File: src/dlt_pkg.sv
// Shared constants, types and register map of the loopback test controller
package dlt_pkg;

  // Clock and time base
  localparam int CLK_HZ = 25_000_000;
  localparam int SEC_CYCLES = CLK_HZ;
  localparam int ARM_TIME_S = 5;
  localparam int ID_WINDOW_S = 20;
  localparam int TMO_20_MIN = 20;
  localparam int TMO_60_MIN = 60;
  localparam int TMO_120_MIN = 120;
  localparam int TMO_24_HOUR = 24;
  localparam logic [16:0] TMO_20_S = 17'(TMO_20_MIN * 60);
  localparam logic [16:0] TMO_60_S = 17'(TMO_60_MIN * 60);
  localparam logic [16:0] TMO_120_S = 17'(TMO_120_MIN * 60);
  localparam logic [16:0] TMO_24H_S = 17'(TMO_24_HOUR * 3600);

  // Craft port rates
  localparam int BAUD_MIN = 1200;
  localparam int BAUD_MAX = 19200;
  localparam logic [15:0] DIV_MIN = 16'(CLK_HZ / BAUD_MAX);
  localparam logic [15:0] DIV_MAX = 16'(CLK_HZ / BAUD_MIN);
  localparam logic [15:0] DIV_RESET = 16'(CLK_HZ / 9600);
  localparam int UART_DATA_BITS = 8;

  // Inband identifier codes
  localparam logic [15:0] ID_LOOPBACK = 16'hD3D3;
  localparam logic [15:0] ID_PRBS23 = 16'h2E23;
  localparam logic [15:0] ID_QRSS = 16'h2E20;
  localparam logic [15:0] ID_BLUE = 16'hD741;
  localparam logic [15:0] ID_IDLE = 16'hD742;
  localparam logic [15:0] ID_USER = 16'hD743;
  localparam logic [15:0] USER_PAT_RESET = 16'h00FF;

  // Defect thresholds
  localparam int SEF_WINDOW = 16;
  localparam logic [4:0] SEF_LIMIT = 5'h03;
  localparam logic [1:0] EXZ_LIMIT = 2'h2;

  // Register byte addresses
  localparam logic [7:0] ADDR_PROV = 8'h00;
  localparam logic [7:0] ADDR_CMD = 8'h04;
  localparam logic [7:0] ADDR_STATUS = 8'h08;
  localparam logic [7:0] ADDR_USER_PAT = 8'h0C;
  localparam logic [7:0] ADDR_BAUD_DIV = 8'h10;
  localparam logic [7:0] ADDR_UART_TX = 8'h14;
  localparam logic [7:0] ADDR_UART_RX = 8'h18;
  localparam logic [7:0] ADDR_FEBE_CNT = 8'h1C;
  localparam logic [7:0] ADDR_BPV_CNT = 8'h20;

  // Provisioning field positions and reset value
  localparam int PROV_KA_LSB = 0;
  localparam int PROV_TMO_LSB = 2;
  localparam int PROV_INBAND = 5;
  localparam int PROV_FLASH = 6;
  localparam logic [6:0] PROV_RESET = 7'h2D;
  // Command field positions
  localparam int CMD_LOOP_LSB = 0;
  localparam int CMD_LOOP_GO = 2;
  localparam int CMD_PAT_LSB = 3;
  localparam int CMD_PAT_GO = 6;
  localparam int CMD_RELEASE = 7;

  typedef enum logic [1:0] {KA_IDLE, KA_AIS, KA_NONE} dlt_ka_t;
  typedef enum logic [2:0] {
    TMO_OFF, TMO_20, TMO_60, TMO_120, TMO_24H
  } dlt_tmo_t;
  typedef enum logic [1:0] {LB_NONE, LB_NET, LB_CUSTOMER_SIDE, LB_DUAL} dlt_loop_t;
  typedef enum logic [2:0] {
    PAT_PRBS23, PAT_QRSS, PAT_BLUE, PAT_IDLE, PAT_USER
  } dlt_pat_t;
  typedef enum logic [1:0] {FR_UNFR, FR_CBIT, FR_M13} dlt_frame_t;
  typedef enum logic [2:0] {
    TX_THRU, TX_ALL_ONES, TX_IDLE, TX_AIS, TX_OFF, TX_PATTERN, TX_LOOP
  } dlt_tx_t;

  // Receive status of one side, from the line framer
  typedef struct packed {
    logic los;
    logic cbit_found;
    logic m13_found;
  } dlt_side_t;

  // Indicators for one side
  typedef struct packed {
    logic loss;
    logic cbit;
    logic m13;
    logic unframed;
  } dlt_led_t;

endpackage : dlt_pkg

File: src/dlt_ctrl.sv
// Loopback, test pattern, defect and craft port control for the DS3 unit
// Overview of operation
// [RULE_01] Network loss: indicator on, all ones toward customer.
// [RULE_02] Customer loss: indicator on, keep-alive choice toward network.
// [RULE_03] No C-bit and no M13 framing means unframed.
// [RULE_04] FEAC loop-up on C-bit signal starts network loopback.
// [RULE_05] FEAC loop-down ends network loopback.
// [RULE_06] Card failure or flash upgrade requests bypass.
// [RULE_07] Far end sends arming code for five seconds.
// [RULE_08] Identifiers taken only in twenty seconds after arming.
// [RULE_09] Loopback identifier loops signal back toward network.
// [RULE_10] Pattern identifiers send pattern both ways.
// [RULE_11] Release code ends loopback or pattern at once.
// [RULE_12] Inband pattern framed as network side at start.
// [RULE_13] User identifier sends last craft-set pattern.
// [RULE_14] Button or craft starts or ends a loopback.
// [RULE_15] Test released after 20, 60, 120 min or 24 h.
// [RULE_16] FEAC loop-up in a test restarts timeout.
// [RULE_17] Craft may disable timeout.
// [RULE_18] Craft frame: eight data, no parity, one stop.
// [RULE_19] Craft rates 1.2 to 19.2 kbps.
// [RULE_20] SEF at three F-bit errors in sixteen; clears in frame.
// [RULE_21] FEBE counted on C-bit when bits not all ones.
// [RULE_22] Excessive zeros: more than two zeros in a row.
// [RULE_23] BPV counted unless part of zero substitution.
// [RULE_24] Pattern and loopback never at once.
// [RULE_25] No identifier in window drops armed state.
`timescale 1ns/1ps
module dlt_ctrl #(
  parameter int SEC_TICK = dlt_pkg::SEC_CYCLES
) (
  input wire logic pclk,
  input wire logic presetn,
  input wire logic psel,
  input wire logic penable,
  input wire logic pwrite,
  input wire logic [7:0] paddr,
  input wire logic [31:0] pwdata,
  output logic [31:0] prdata,
  output logic pready,
  output logic pslverr,
  input wire dlt_pkg::dlt_side_t network_side,
  input wire dlt_pkg::dlt_side_t customer_side,
  input wire logic feac_loop_up,
  input wire logic feac_loop_down,
  input wire logic arm_code_present,
  input wire logic release_code,
  input wire logic id_valid,
  input wire logic [15:0] id_code,
  input wire logic loopback_select_button,
  input wire logic card_fail,
  input wire logic fbit_valid,
  input wire logic fbit_error,
  input wire logic in_frame,
  input wire logic febe_valid,
  input wire logic [2:0] febe_bits,
  input wire logic line_bit_valid,
  input wire logic line_bit,
  input wire logic pulse_valid,
  input wire logic pulse_negative,
  input wire logic pulse_in_subst,
  input wire logic craft_rxd,
  output logic craft_txd,
  output dlt_pkg::dlt_led_t network_loss_indicator,
  output dlt_pkg::dlt_led_t customer_loss_indicator,
  output dlt_pkg::dlt_tx_t net_tx_sel,
  output dlt_pkg::dlt_tx_t customer_side_tx_sel,
  output dlt_pkg::dlt_pat_t pattern_sel,
  output dlt_pkg::dlt_frame_t pattern_framing,
  output logic [15:0] user_pattern,
  output logic bypass_request,
  output logic sef_defect,
  output logic exz_flag
);
  import dlt_pkg::*;

  if (SEC_TICK < 2) begin : g_bad_tick
    $error("SEC_TICK must be at least 2");
  end

  typedef enum {IB_IDLE, IB_ARMING, IB_ARMED} dlt_ib_t;

  dlt_ib_t ib_state;
  logic [31:0] tick_cnt;
  logic sec_tick;
  logic [4:0] ib_sec;
  logic [6:0] prov;
  dlt_loop_t loop_mode;
  logic pat_on;
  logic [16:0] tmo_sec;
  logic [16:0] tmo_limit;
  logic [15:0] baud_div;
  logic [15:0] febe_cnt;
  logic [15:0] bpv_cnt;
  logic [SEF_WINDOW-1:0] fhist;
  logic [1:0] zero_run;
  logic prev_neg;
  logic [7:0] rx_data;
  logic rx_valid;
  logic [9:0] tx_shift;
  logic [3:0] tx_bits;
  logic [15:0] tx_baud;
  logic [3:0] rx_bits;
  logic [15:0] rx_baud;
  logic rx_busy;
  logic [7:0] rx_shift;

  logic acc;
  logic wr;
  logic rd;
  logic addr_ok;
  logic id_take;
  logic active;
  logic timeout_evt;
  logic release_evt;
  logic [SEF_WINDOW-1:0] next_fhist;
  logic [4:0] err_cnt;

  assign acc = psel & penable & pready;
  assign wr = acc & pwrite & addr_ok;
  assign rd = acc & ~pwrite & addr_ok;
  assign id_take = (ib_state == IB_ARMED) & id_valid;
  assign active = pat_on | (loop_mode != LB_NONE);

  always_comb begin
    unique case (paddr)
      ADDR_PROV, ADDR_CMD, ADDR_STATUS, ADDR_USER_PAT, ADDR_UART_RX,
      ADDR_UART_TX, ADDR_FEBE_CNT, ADDR_BPV_CNT: addr_ok = 1'b1;
      ADDR_BAUD_DIV: addr_ok = ~pwrite |
        (pwdata[15:0] >= DIV_MIN && pwdata[15:0] <= DIV_MAX);
      default: addr_ok = 1'b0;
    endcase
  end

  // APB slave: no wait states, pready is already high in the first access cycle
  always_ff @(posedge pclk or negedge presetn) begin
    if (!presetn) begin
      pready <= 1'b0;
      pslverr <= 1'b0;
      prdata <= 32'h0000_0000;
    end else begin
      pready <= psel & ~penable & ~pready;
      pslverr <= psel & ~penable & ~pready & ~addr_ok;
      prdata <= 32'h0000_0000;
      if (psel && !penable && !pwrite) begin
        unique case (paddr)
          ADDR_PROV: prdata <= {25'h000_0000, prov};
          ADDR_STATUS: prdata <= {16'h0000, 2'(ib_state), rx_valid,
            (tx_bits != 4'h0), sef_defect, exz_flag, pat_on,
            3'(pattern_sel), 2'(loop_mode), network_side.los,
            customer_side.los, 2'(pattern_framing)};
          ADDR_USER_PAT: prdata <= {16'h0000, user_pattern};
          ADDR_BAUD_DIV: prdata <= {16'h0000, baud_div};
          ADDR_UART_RX: prdata <= {23'h00_0000, rx_valid, rx_data};
          ADDR_FEBE_CNT: prdata <= {16'h0000, febe_cnt};
          ADDR_BPV_CNT: prdata <= {16'h0000, bpv_cnt};
          default: prdata <= 32'h0000_0000;
        endcase
      end
    end
  end

  // Provisioning, user pattern and baud divisor
  always_ff @(posedge pclk or negedge presetn) begin
    if (!presetn) begin
      prov <= PROV_RESET;
      user_pattern <= USER_PAT_RESET;
      baud_div <= DIV_RESET;
    end else if (wr) begin
      if (paddr == ADDR_PROV) begin
        prov <= pwdata[6:0];
      end
      // [RULE_13] Craft-programmed pattern
      if (paddr == ADDR_USER_PAT) begin
        user_pattern <= pwdata[15:0];
      end
      // [RULE_19] Only rates within range accepted
      if (paddr == ADDR_BAUD_DIV) begin
        baud_div <= pwdata[15:0];
      end
    end
  end

  // One second time base; long timers count seconds to stay narrow
  always_ff @(posedge pclk or negedge presetn) begin
    if (!presetn) begin
      tick_cnt <= 32'h0000_0000;
      sec_tick <= 1'b0;
    end else begin
      sec_tick <= (tick_cnt == 32'(SEC_TICK - 2));
      if (tick_cnt == 32'(SEC_TICK - 1)) begin
        tick_cnt <= 32'h0000_0000;
      end else begin
        tick_cnt <= tick_cnt + 32'h0000_0001;
      end
    end
  end

  // Inband arming sequence
  always_ff @(posedge pclk or negedge presetn) begin
    if (!presetn) begin
      ib_state <= IB_IDLE;
      ib_sec <= 5'h00;
    end else begin
      unique case (ib_state)
        IB_IDLE: begin
          ib_sec <= 5'h00;
          if (prov[PROV_INBAND] && arm_code_present) begin
            ib_state <= IB_ARMING;
          end
        end
        // [RULE_07] Arming code held for five seconds
        IB_ARMING: begin
          if (!arm_code_present || !prov[PROV_INBAND]) begin
            ib_state <= IB_IDLE;
          end else if (sec_tick) begin
            ib_sec <= ib_sec + 5'h01;
            if (ib_sec == 5'(ARM_TIME_S - 1)) begin
              ib_state <= IB_ARMED;
              ib_sec <= 5'h00;
            end
          end
        end
        // [RULE_08] Identifier window
        IB_ARMED: begin
          if (id_take || release_code) begin
            ib_state <= IB_IDLE;
          end else if (sec_tick) begin
            ib_sec <= ib_sec + 5'h01;
            // [RULE_25] Window expired, rearm required
            if (ib_sec == 5'(ID_WINDOW_S - 1)) begin
              ib_state <= IB_IDLE;
            end
          end
        end
      endcase
    end
  end

  always_comb begin
    unique case (dlt_tmo_t'(prov[PROV_TMO_LSB +: 3]))
      TMO_20: tmo_limit = TMO_20_S;
      TMO_60: tmo_limit = TMO_60_S;
      TMO_120: tmo_limit = TMO_120_S;
      TMO_24H: tmo_limit = TMO_24H_S;
      default: tmo_limit = 17'h0_0000;
    endcase
  end

  // [RULE_15] Timeout expiry
  // [RULE_17] Zero limit means timeout disabled
  assign timeout_evt = active & sec_tick & (tmo_limit != 17'h0_0000) &
    (tmo_sec == tmo_limit - 17'h0_0001);
  // [RULE_11] Release wins over every start
  assign release_evt = release_code | timeout_evt |
    (wr & (paddr == ADDR_CMD) & pwdata[CMD_RELEASE]);

  // Test state: loopback mode, pattern and timeout
  always_ff @(posedge pclk or negedge presetn) begin
    if (!presetn) begin
      loop_mode <= LB_NONE;
      pat_on <= 1'b0;
      pattern_sel <= PAT_PRBS23;
      pattern_framing <= FR_UNFR;
      tmo_sec <= 17'h0_0000;
    end else begin
      if (!active) begin
        tmo_sec <= 17'h0_0000;
      end else if (sec_tick) begin
        tmo_sec <= tmo_sec + 17'h0_0001;
      end
      if (release_evt) begin
        loop_mode <= LB_NONE;
        pat_on <= 1'b0;
      end else if (feac_loop_up && network_side.cbit_found) begin
        // [RULE_04] FEAC loop-up
        loop_mode <= LB_NET;
        pat_on <= 1'b0;
        // [RULE_16] Restart timeout
        tmo_sec <= 17'h0_0000;
      end else if (feac_loop_down) begin
        // [RULE_05] FEAC loop-down
        if (loop_mode == LB_NET) begin
          loop_mode <= LB_NONE;
        end
      end else if (id_take) begin
        tmo_sec <= 17'h0_0000;
        if (id_code == ID_LOOPBACK) begin
          // [RULE_09] Loopback toward network
          loop_mode <= LB_NET;
          pat_on <= 1'b0;
        end else if (id_code == ID_PRBS23 || id_code == ID_QRSS ||
                     id_code == ID_BLUE || id_code == ID_IDLE ||
                     id_code == ID_USER) begin
          // [RULE_24] Pattern replaces any loopback
          loop_mode <= LB_NONE;
          pat_on <= 1'b1;
          // [RULE_10] Pattern choice
          unique case (id_code)
            ID_PRBS23: pattern_sel <= PAT_PRBS23;
            ID_QRSS: pattern_sel <= PAT_QRSS;
            ID_BLUE: pattern_sel <= PAT_BLUE;
            ID_IDLE: pattern_sel <= PAT_IDLE;
            default: pattern_sel <= PAT_USER;
          endcase
          // [RULE_12] Frame as network side now
          if (network_side.cbit_found) begin
            pattern_framing <= FR_CBIT;
          end else if (network_side.m13_found) begin
            pattern_framing <= FR_M13;
          end else begin
            pattern_framing <= FR_UNFR;
          end
        end
      end else if (wr && paddr == ADDR_CMD) begin
        tmo_sec <= 17'h0_0000;
        // [RULE_14] Craft start of a loopback
        if (pwdata[CMD_LOOP_GO]) begin
          loop_mode <= dlt_loop_t'(pwdata[CMD_LOOP_LSB +: 2]);
          pat_on <= 1'b0;
        end else if (pwdata[CMD_PAT_GO]) begin
          // [RULE_24] Pattern clears loopback
          loop_mode <= LB_NONE;
          pat_on <= 1'b1;
          pattern_sel <= dlt_pat_t'(pwdata[CMD_PAT_LSB +: 3]);
        end
      end else if (loopback_select_button) begin
        // [RULE_14] Button toggles the loopback
        tmo_sec <= 17'h0_0000;
        pat_on <= 1'b0;
        loop_mode <= (loop_mode == LB_NONE) ? LB_NET : LB_NONE;
      end
    end
  end

  // Transmit selection and indicators
  always_ff @(posedge pclk or negedge presetn) begin
    if (!presetn) begin
      net_tx_sel <= TX_THRU;
      customer_side_tx_sel <= TX_THRU;
      network_loss_indicator <= '0;
      customer_loss_indicator <= '0;
      bypass_request <= 1'b1;
    end else begin
      if (loop_mode == LB_NET || loop_mode == LB_DUAL) begin
        net_tx_sel <= TX_LOOP;
      end else if (pat_on) begin
        net_tx_sel <= TX_PATTERN;
      end else if (customer_side.los) begin
        // [RULE_02] Provisioned keep-alive
        unique case (dlt_ka_t'(prov[PROV_KA_LSB +: 2]))
          KA_IDLE: net_tx_sel <= TX_IDLE;
          KA_AIS: net_tx_sel <= TX_AIS;
          default: net_tx_sel <= TX_OFF;
        endcase
      end else begin
        net_tx_sel <= TX_THRU;
      end
      if (loop_mode == LB_CUSTOMER_SIDE || loop_mode == LB_DUAL) begin
        customer_side_tx_sel <= TX_LOOP;
      end else if (pat_on) begin
        customer_side_tx_sel <= TX_PATTERN;
      end else if (network_side.los) begin
        // [RULE_01] Unframed all ones keep-alive
        customer_side_tx_sel <= TX_ALL_ONES;
      end else begin
        customer_side_tx_sel <= TX_THRU;
      end
      // [RULE_01] Network loss indicator
      network_loss_indicator.loss <= network_side.los;
      // [RULE_02] Customer loss indicator
      customer_loss_indicator.loss <= customer_side.los;
      // [RULE_03] Unframed when neither framing found
      network_loss_indicator.cbit <= network_side.cbit_found;
      network_loss_indicator.m13 <= network_side.m13_found;
      network_loss_indicator.unframed <=
        ~(network_side.cbit_found | network_side.m13_found);
      customer_loss_indicator.cbit <= customer_side.cbit_found;
      customer_loss_indicator.m13 <= customer_side.m13_found;
      customer_loss_indicator.unframed <=
        ~(customer_side.cbit_found | customer_side.m13_found);
      // [RULE_06] Bypass on failure or flash upgrade
      bypass_request <= card_fail | prov[PROV_FLASH];
    end
  end

  // Line defects
  assign next_fhist = {fhist[SEF_WINDOW-2:0], fbit_error};
  always_comb begin
    err_cnt = 5'h00;
    for (int i = 0; i < SEF_WINDOW; i++) begin
      err_cnt = err_cnt + 5'(next_fhist[i]);
    end
  end

  always_ff @(posedge pclk or negedge presetn) begin
    if (!presetn) begin
      fhist <= '0;
      sef_defect <= 1'b0;
      zero_run <= 2'h0;
      exz_flag <= 1'b0;
      prev_neg <= 1'b0;
      febe_cnt <= 16'h0000;
      bpv_cnt <= 16'h0000;
    end else begin
      // [RULE_20] Sixteen F-bit window
      if (fbit_valid) begin
        fhist <= next_fhist;
        if (err_cnt >= SEF_LIMIT) begin
          sef_defect <= 1'b1;
        end else if (in_frame) begin
          sef_defect <= 1'b0;
        end
      end
      // [RULE_22] Zero run beyond two
      if (line_bit_valid) begin
        zero_run <= line_bit ? 2'h0 :
          (zero_run == EXZ_LIMIT ? zero_run : zero_run + 2'h1);
        exz_flag <= ~line_bit & (zero_run == EXZ_LIMIT);
      end
      // [RULE_21] FEBE on C-bit only; count beats a clearing write
      if (febe_valid && network_side.cbit_found && febe_bits != 3'h7) begin
        febe_cnt <= (febe_cnt == 16'hFFFF) ? febe_cnt : febe_cnt + 16'h0001;
      end else if (wr && paddr == ADDR_FEBE_CNT) begin
        febe_cnt <= 16'h0000;
      end
      // [RULE_23] Same polarity, not substitution
      if (pulse_valid) begin
        prev_neg <= pulse_negative;
      end
      if (pulse_valid && !pulse_in_subst && pulse_negative == prev_neg) begin
        bpv_cnt <= (bpv_cnt == 16'hFFFF) ? bpv_cnt : bpv_cnt + 16'h0001;
      end else if (wr && paddr == ADDR_BPV_CNT) begin
        bpv_cnt <= 16'h0000;
      end
    end
  end

  // Craft transmitter
  always_ff @(posedge pclk or negedge presetn) begin
    if (!presetn) begin
      tx_shift <= 10'h3FF;
      tx_bits <= 4'h0;
      tx_baud <= 16'h0000;
      craft_txd <= 1'b1;
    end else if (tx_bits == 4'h0) begin
      craft_txd <= 1'b1;
      // [RULE_18] Start, eight data, one stop; writes while busy are lost
      if (wr && paddr == ADDR_UART_TX) begin
        tx_shift <= {1'b1, pwdata[7:0], 1'b0};
        tx_bits <= 4'(UART_DATA_BITS + 2);
        tx_baud <= 16'h0000;
      end
    end else begin
      craft_txd <= tx_shift[0];
      if (tx_baud == baud_div - 16'h0001) begin
        tx_baud <= 16'h0000;
        tx_shift <= {1'b1, tx_shift[9:1]};
        tx_bits <= tx_bits - 4'h1;
      end else begin
        tx_baud <= tx_baud + 16'h0001;
      end
    end
  end

  // Craft receiver; samples mid-bit
  always_ff @(posedge pclk or negedge presetn) begin
    if (!presetn) begin
      rx_busy <= 1'b0;
      rx_bits <= 4'h0;
      rx_baud <= 16'h0000;
      rx_shift <= 8'h00;
      rx_data <= 8'h00;
      rx_valid <= 1'b0;
    end else begin
      if (rd && paddr == ADDR_UART_RX) begin
        rx_valid <= 1'b0;
      end
      if (!rx_busy) begin
        if (!craft_rxd) begin
          rx_busy <= 1'b1;
          rx_bits <= 4'h0;
          rx_baud <= {1'b0, baud_div[15:1]};
        end
      end else if (rx_baud == 16'h0000) begin
        rx_baud <= baud_div - 16'h0001;
        rx_bits <= rx_bits + 4'h1;
        if (rx_bits == 4'h0 && craft_rxd) begin
          rx_busy <= 1'b0;
        end else if (rx_bits == 4'(UART_DATA_BITS + 1)) begin
          // [RULE_18] Good stop bit; new byte wins over read clear
          rx_busy <= 1'b0;
          if (craft_rxd) begin
            rx_data <= rx_shift;
            rx_valid <= 1'b1;
          end
        end else if (rx_bits != 4'h0) begin
          rx_shift <= {craft_rxd, rx_shift[7:1]};
        end
      end else begin
        rx_baud <= rx_baud - 16'h0001;
      end
    end
  end

endmodule : dlt_ctrl

File: config.mk
export PLATFORM = sky130hd
export DESIGN_NAME = dlt_ctrl
export DESIGN_NICKNAME = d
export VERILOG_FILES = /design/src/dlt_pkg.sv /design/src/dlt_ctrl.sv
export SDC_FILE = /design/constraint.sdc
export NUM_CORES = 1
export LEC_CHECK = 0
export BUFFER_PORTS_ARGS = -buffer_cell sky130_fd_sc_hd__buf_2
export CAP_MARGIN = 20
export CORE_ASPECT_RATIO = 1.2
export CORE_MARGIN = 3
export CORE_UTILIZATION = 54
export DETAILED_ROUTE_END_ITERATION = 12
export PLACE_DENSITY = 0.77
export SLEW_MARGIN = 20
export SYNTH_ARGS = -nofsm -noshare
export SYNTH_HDL_FRONTEND = slang
export SYNTH_SLANG_ARGS = --single-unit
File: constraint.sdc
create_clock -name pclk -period 3.7 [get_ports pclk]
set_input_delay 0 -clock pclk [delete_from_list [all_inputs] [get_ports pclk]]
set_output_delay 0 -clock pclk [all_outputs]
set_load 0.01 [all_outputs]
==> results.md <==
- Post-Synth Simple-Gate Area: 0.1891
- Post-Place Cells: roughly 1900
- Fin. max-slew vios: 0
- Worst path cell trace: fa_1 -> fa_1 -> inv_2 -> fa_1 -> fa_1 -> inv_2 -> ha_4 -> fa_1 -> a211oi_2 -> nand2_1 -> a22o_1
- Avg WL per Cell: a little under 20 um
- Power per Cell Area: 445.7 nW/um^2
- Primary FF master, synth: dfrtp_1
- Clock latency on the worst-skew pair: 550 ps
- Vias after detailed routing: roughly 12000
- Adder-cell share of the synthesized area: 0.03674
- FMAX: 0.2690 GHz
- Critical-path top delay cell: fa_1
- Failing checks: negative setup slack
- Synth Area in Compound Gates: 0.1369
- CTS clk-pin slew, worst paths: 60 ps
- Finished Cell Area: between 15000 and 20000 um^2
- Final setup TNS: -17.22 ps
- Critical Path RT: a little over 4000 ps
- Layout cells sized above 1: 0.1959
- Cells after Synth: about 1500
- Final non-filler cell total: roughly 2000
- Clock skew: between 8 and 9 ps
- Fin crit share: 1.005
- Total track usage: 0.2704
- Initial antenna violation count: 0
- Final hold vios: 0
- Row count: 64
- Worst Path Max Fanout: 2
- CP Capture Type: flop
- Ys async rst share: 1.000
- Max cap viols: 0
- Final setup margin: -17.22 ps
- Worst hold path class: primary input to flop
- Clock Root Buffer: clkbuf_16
- Die width: 154.6 um
- Core area: roughly 26000 um^2
- CTS tree: yes
- Tot Pwr: between 7 and 8 mW
- CTS max path bufs: 3
- RePlAce Congestion: 0.9502
- H-tree Lvls: 1
- Startpoint class of the critical path: flop
- Die Height: around 180 um
- Final setup viols: 1
- DRC: 0
- Area after DPL: 15240 um^2
- Worst Path Class, Setup: flop to flop
- Leak Pwr: ~7.5 nW
- Worst hold slack: ~16 ps
- WL final: ~39 mm
- Largest net degree at the start of global routing: 117
- IO Count: 160
- Synth cell types: 80
- Die ar.: roughly 28000 um^2
- Post-DRT Antenna Nets: 0
- Largest family of logic cells by synthesized area: simple AND/OR/NAND/NOR gates
- Ys Warns: 0
- Most frequent CP cell: fa_1
- Critical path arrival: 4150 ps
- Number of global-route vias before repair: 11920
- Syn Area/Cell: between 9 and 10 um^2
- Drt initial violations: 1192
- Crit path time final: 3717 ps
- Synth-to-layout area growth: 17.02%
- Synth Area in XOR/XNOR: 0.07567
- Seq/Total Area, Yosys: 0.4521
- First-pass GRT wire length: 62.56 mm
- Post-DP HPWL: approximately 28 mm
- Footprint of the multi-input gates: 7281 um^2
- Count of input and output buffers: around 130
- Post-Syn Area: 14300 um^2
- Status: finished with violations
- Post-synth EDFFs: 0
- Initial DRT Pass Iterations: 5
- Max rail drop VDD: roughly 400 uV
- Fillers: 2075
- Sink Count: 257
- Slew HR: 0.3815
- FF/Latch Area: 6466 um^2
- Unrepaired setup endpoints after global routing: true
- TritonCTS Buffers: 27
- Mux contribution to synthesized area: 0.06307
- # diodes: 0
- Nets: between 1500 and 2000
- FF+latch count, synth: 257
- CP max stage delay: 560 ps
- Initial Utilization: 0.5547
- Worst Max-Slew Pin Slew: around 920 ps
- Vias per cell: about 6.1
- GRT overflow: 0
[what timing repair did]
item,in CTS,in global routing
hold endpoints to repair,188,0
hold buffers,48,0
setup buffers,2,1
setup endpoints to repair,1,18
gates resized for setup,2,8
pin swaps,2,5
[through the flow]
stage,utilization,setup WS (ps)
2_1_floorplan,-,72.65
3_3_place_gp,0.5910,-1.371
4_1_cts,0.6475,10.51
6_report,0.6491,-17.22
3_5_place_dp,0.5910,-39.55
5_1_grt,0.6491,-135.1
[worst max-delay path, delay by kind of cell, from the launching register on]
kind | cells | cell delay (ps)
adders and majority gates | 6 | 2610
DFF | 1 | 400
and+or+nand+nor | 1 | 70
buffers and inverters | 2 | 100
AOI/OAI and AO/OA | 2 | 400
[Yosys cell counts, types with 9 or more instances]
cell type,number,area [um^2]
dfrtp_1,229,5731
o21ai_0,83,415.4
o31ai_1,15,112.6
nor3_1,28,140.1
xnor2_1,51,446.7
nor4_1,20,125.1
o211ai_1,18,135.1
clkbuf_1,62,232.7
xor2_1,70,613.1
buf_4,19,142.6
inv_1,61,229.0
and3_1,22,137.6
nor2b_1,9,56.30
nand2b_1,15,93.84
ha_1,26,325.3
nand4_1,31,193.9
a31oi_1,23,143.9
and4_1,10,87.58
a21oi_1,36,180.2
mux2_2,57,641.9
or3_1,10,62.56
a22oi_1,27,202.7
fa_1,10,200.2
dfstp_2,28,735.7
nand3_1,59,295.3
nand2_1,127,476.7
and2_1,11,68.82
mux2i_1,26,260.3
a222oi_1,14,140.1
nor2_1,133,499.2
[registers in the layout, summed over array words and instances (netlist names), 9 cells and up]
signal        cells
tick_cnt         32
tx_shift          9
fhist            15
baud_div         16
bpv_cnt          16
tx_baud          16
febe_cnt         16
user_pattern     16
tmo_sec          17
rx_baud          16
prdata           16
[path summary, 6_finish.rpt]
path / start / end / slack (ps) / depth (start not counted)
setup reg to reg: fhist[12] / sef_defect / -20 / 11
setup / recovery: fhist[12] / sef_defect / -20 / 11
max in group asynchronous: presetn / user_pattern[2] / 2520 / 3
min in group asynchronous: presetn / rx_bits[0] / 70 / 2
hold / removal: id_valid / pattern_sel[2] / 20 / 4
hold reg to reg: tick_cnt[31] / tick_cnt[31] / 470 / 1
[layout by cell type (no fill, tap or decap), types with 16 or more instances in the layout]
| cell type | count |
|---|---|
| buf_4 | 33 |
| ha_1 | 25 |
| mux2i_1 | 26 |
| dlygate4sd3_1 | 48 |
| o21ai_0 | 83 |
| nand3_1 | 59 |
| a21oi_1 | 36 |
| conb_1 | 16 |
| nor2_1 | 133 |
| o211ai_1 | 18 |
| nand4_1 | 31 |
| inv_1 | 59 |
| dfstp_2 | 28 |
| mux2_2 | 57 |
| dfrtp_1 | 229 |
| xnor2_1 | 51 |
| xor2_1 | 70 |
| a31oi_1 | 23 |
| clkbuf_16 | 27 |
| a22oi_1 | 27 |
| nand2_1 | 127 |
| nor3_1 | 28 |
| and3_1 | 22 |
| buf_2 | 126 |
| nor4_1 | 19 |
[metal layers]
layer  vias up  GRT usage  share of wire
met1      5925     0.3562           0.40
met5         -          0              0
met4         0    0.09682          0.034
li1       5574          -              -
met3        95    0.04791          0.083
met2       488     0.4526           0.49
[power breakdown]
| group | internal (mW) | switching [mW] |
|---|---|---|
| Combinational | 0.651 | 0.769 |
| Sequential | 2.96 | 0.174 |
| Clock | 1.74 | 1.16 |
[cell type report]
type | instances | area share
clock buffers | 33 | 0.04291
clock inverters | 17 | 0.01406
inverters | 61 | 0.01368
multi-input cells | 1077 | 0.4350
flip-flops and latches | 257 | 0.3864
well taps | 330 | 0.02467
repair buffers | 209 | 0.08328
[cell families after synthesis]
group	count (synthesis)
xor+xnor	122
compound gates	289
simple gates	531
mux	83
buf+inv	150
fa+ha+maj	36
flops	257
other cells	1
Power figures use the tool's default switching activity.
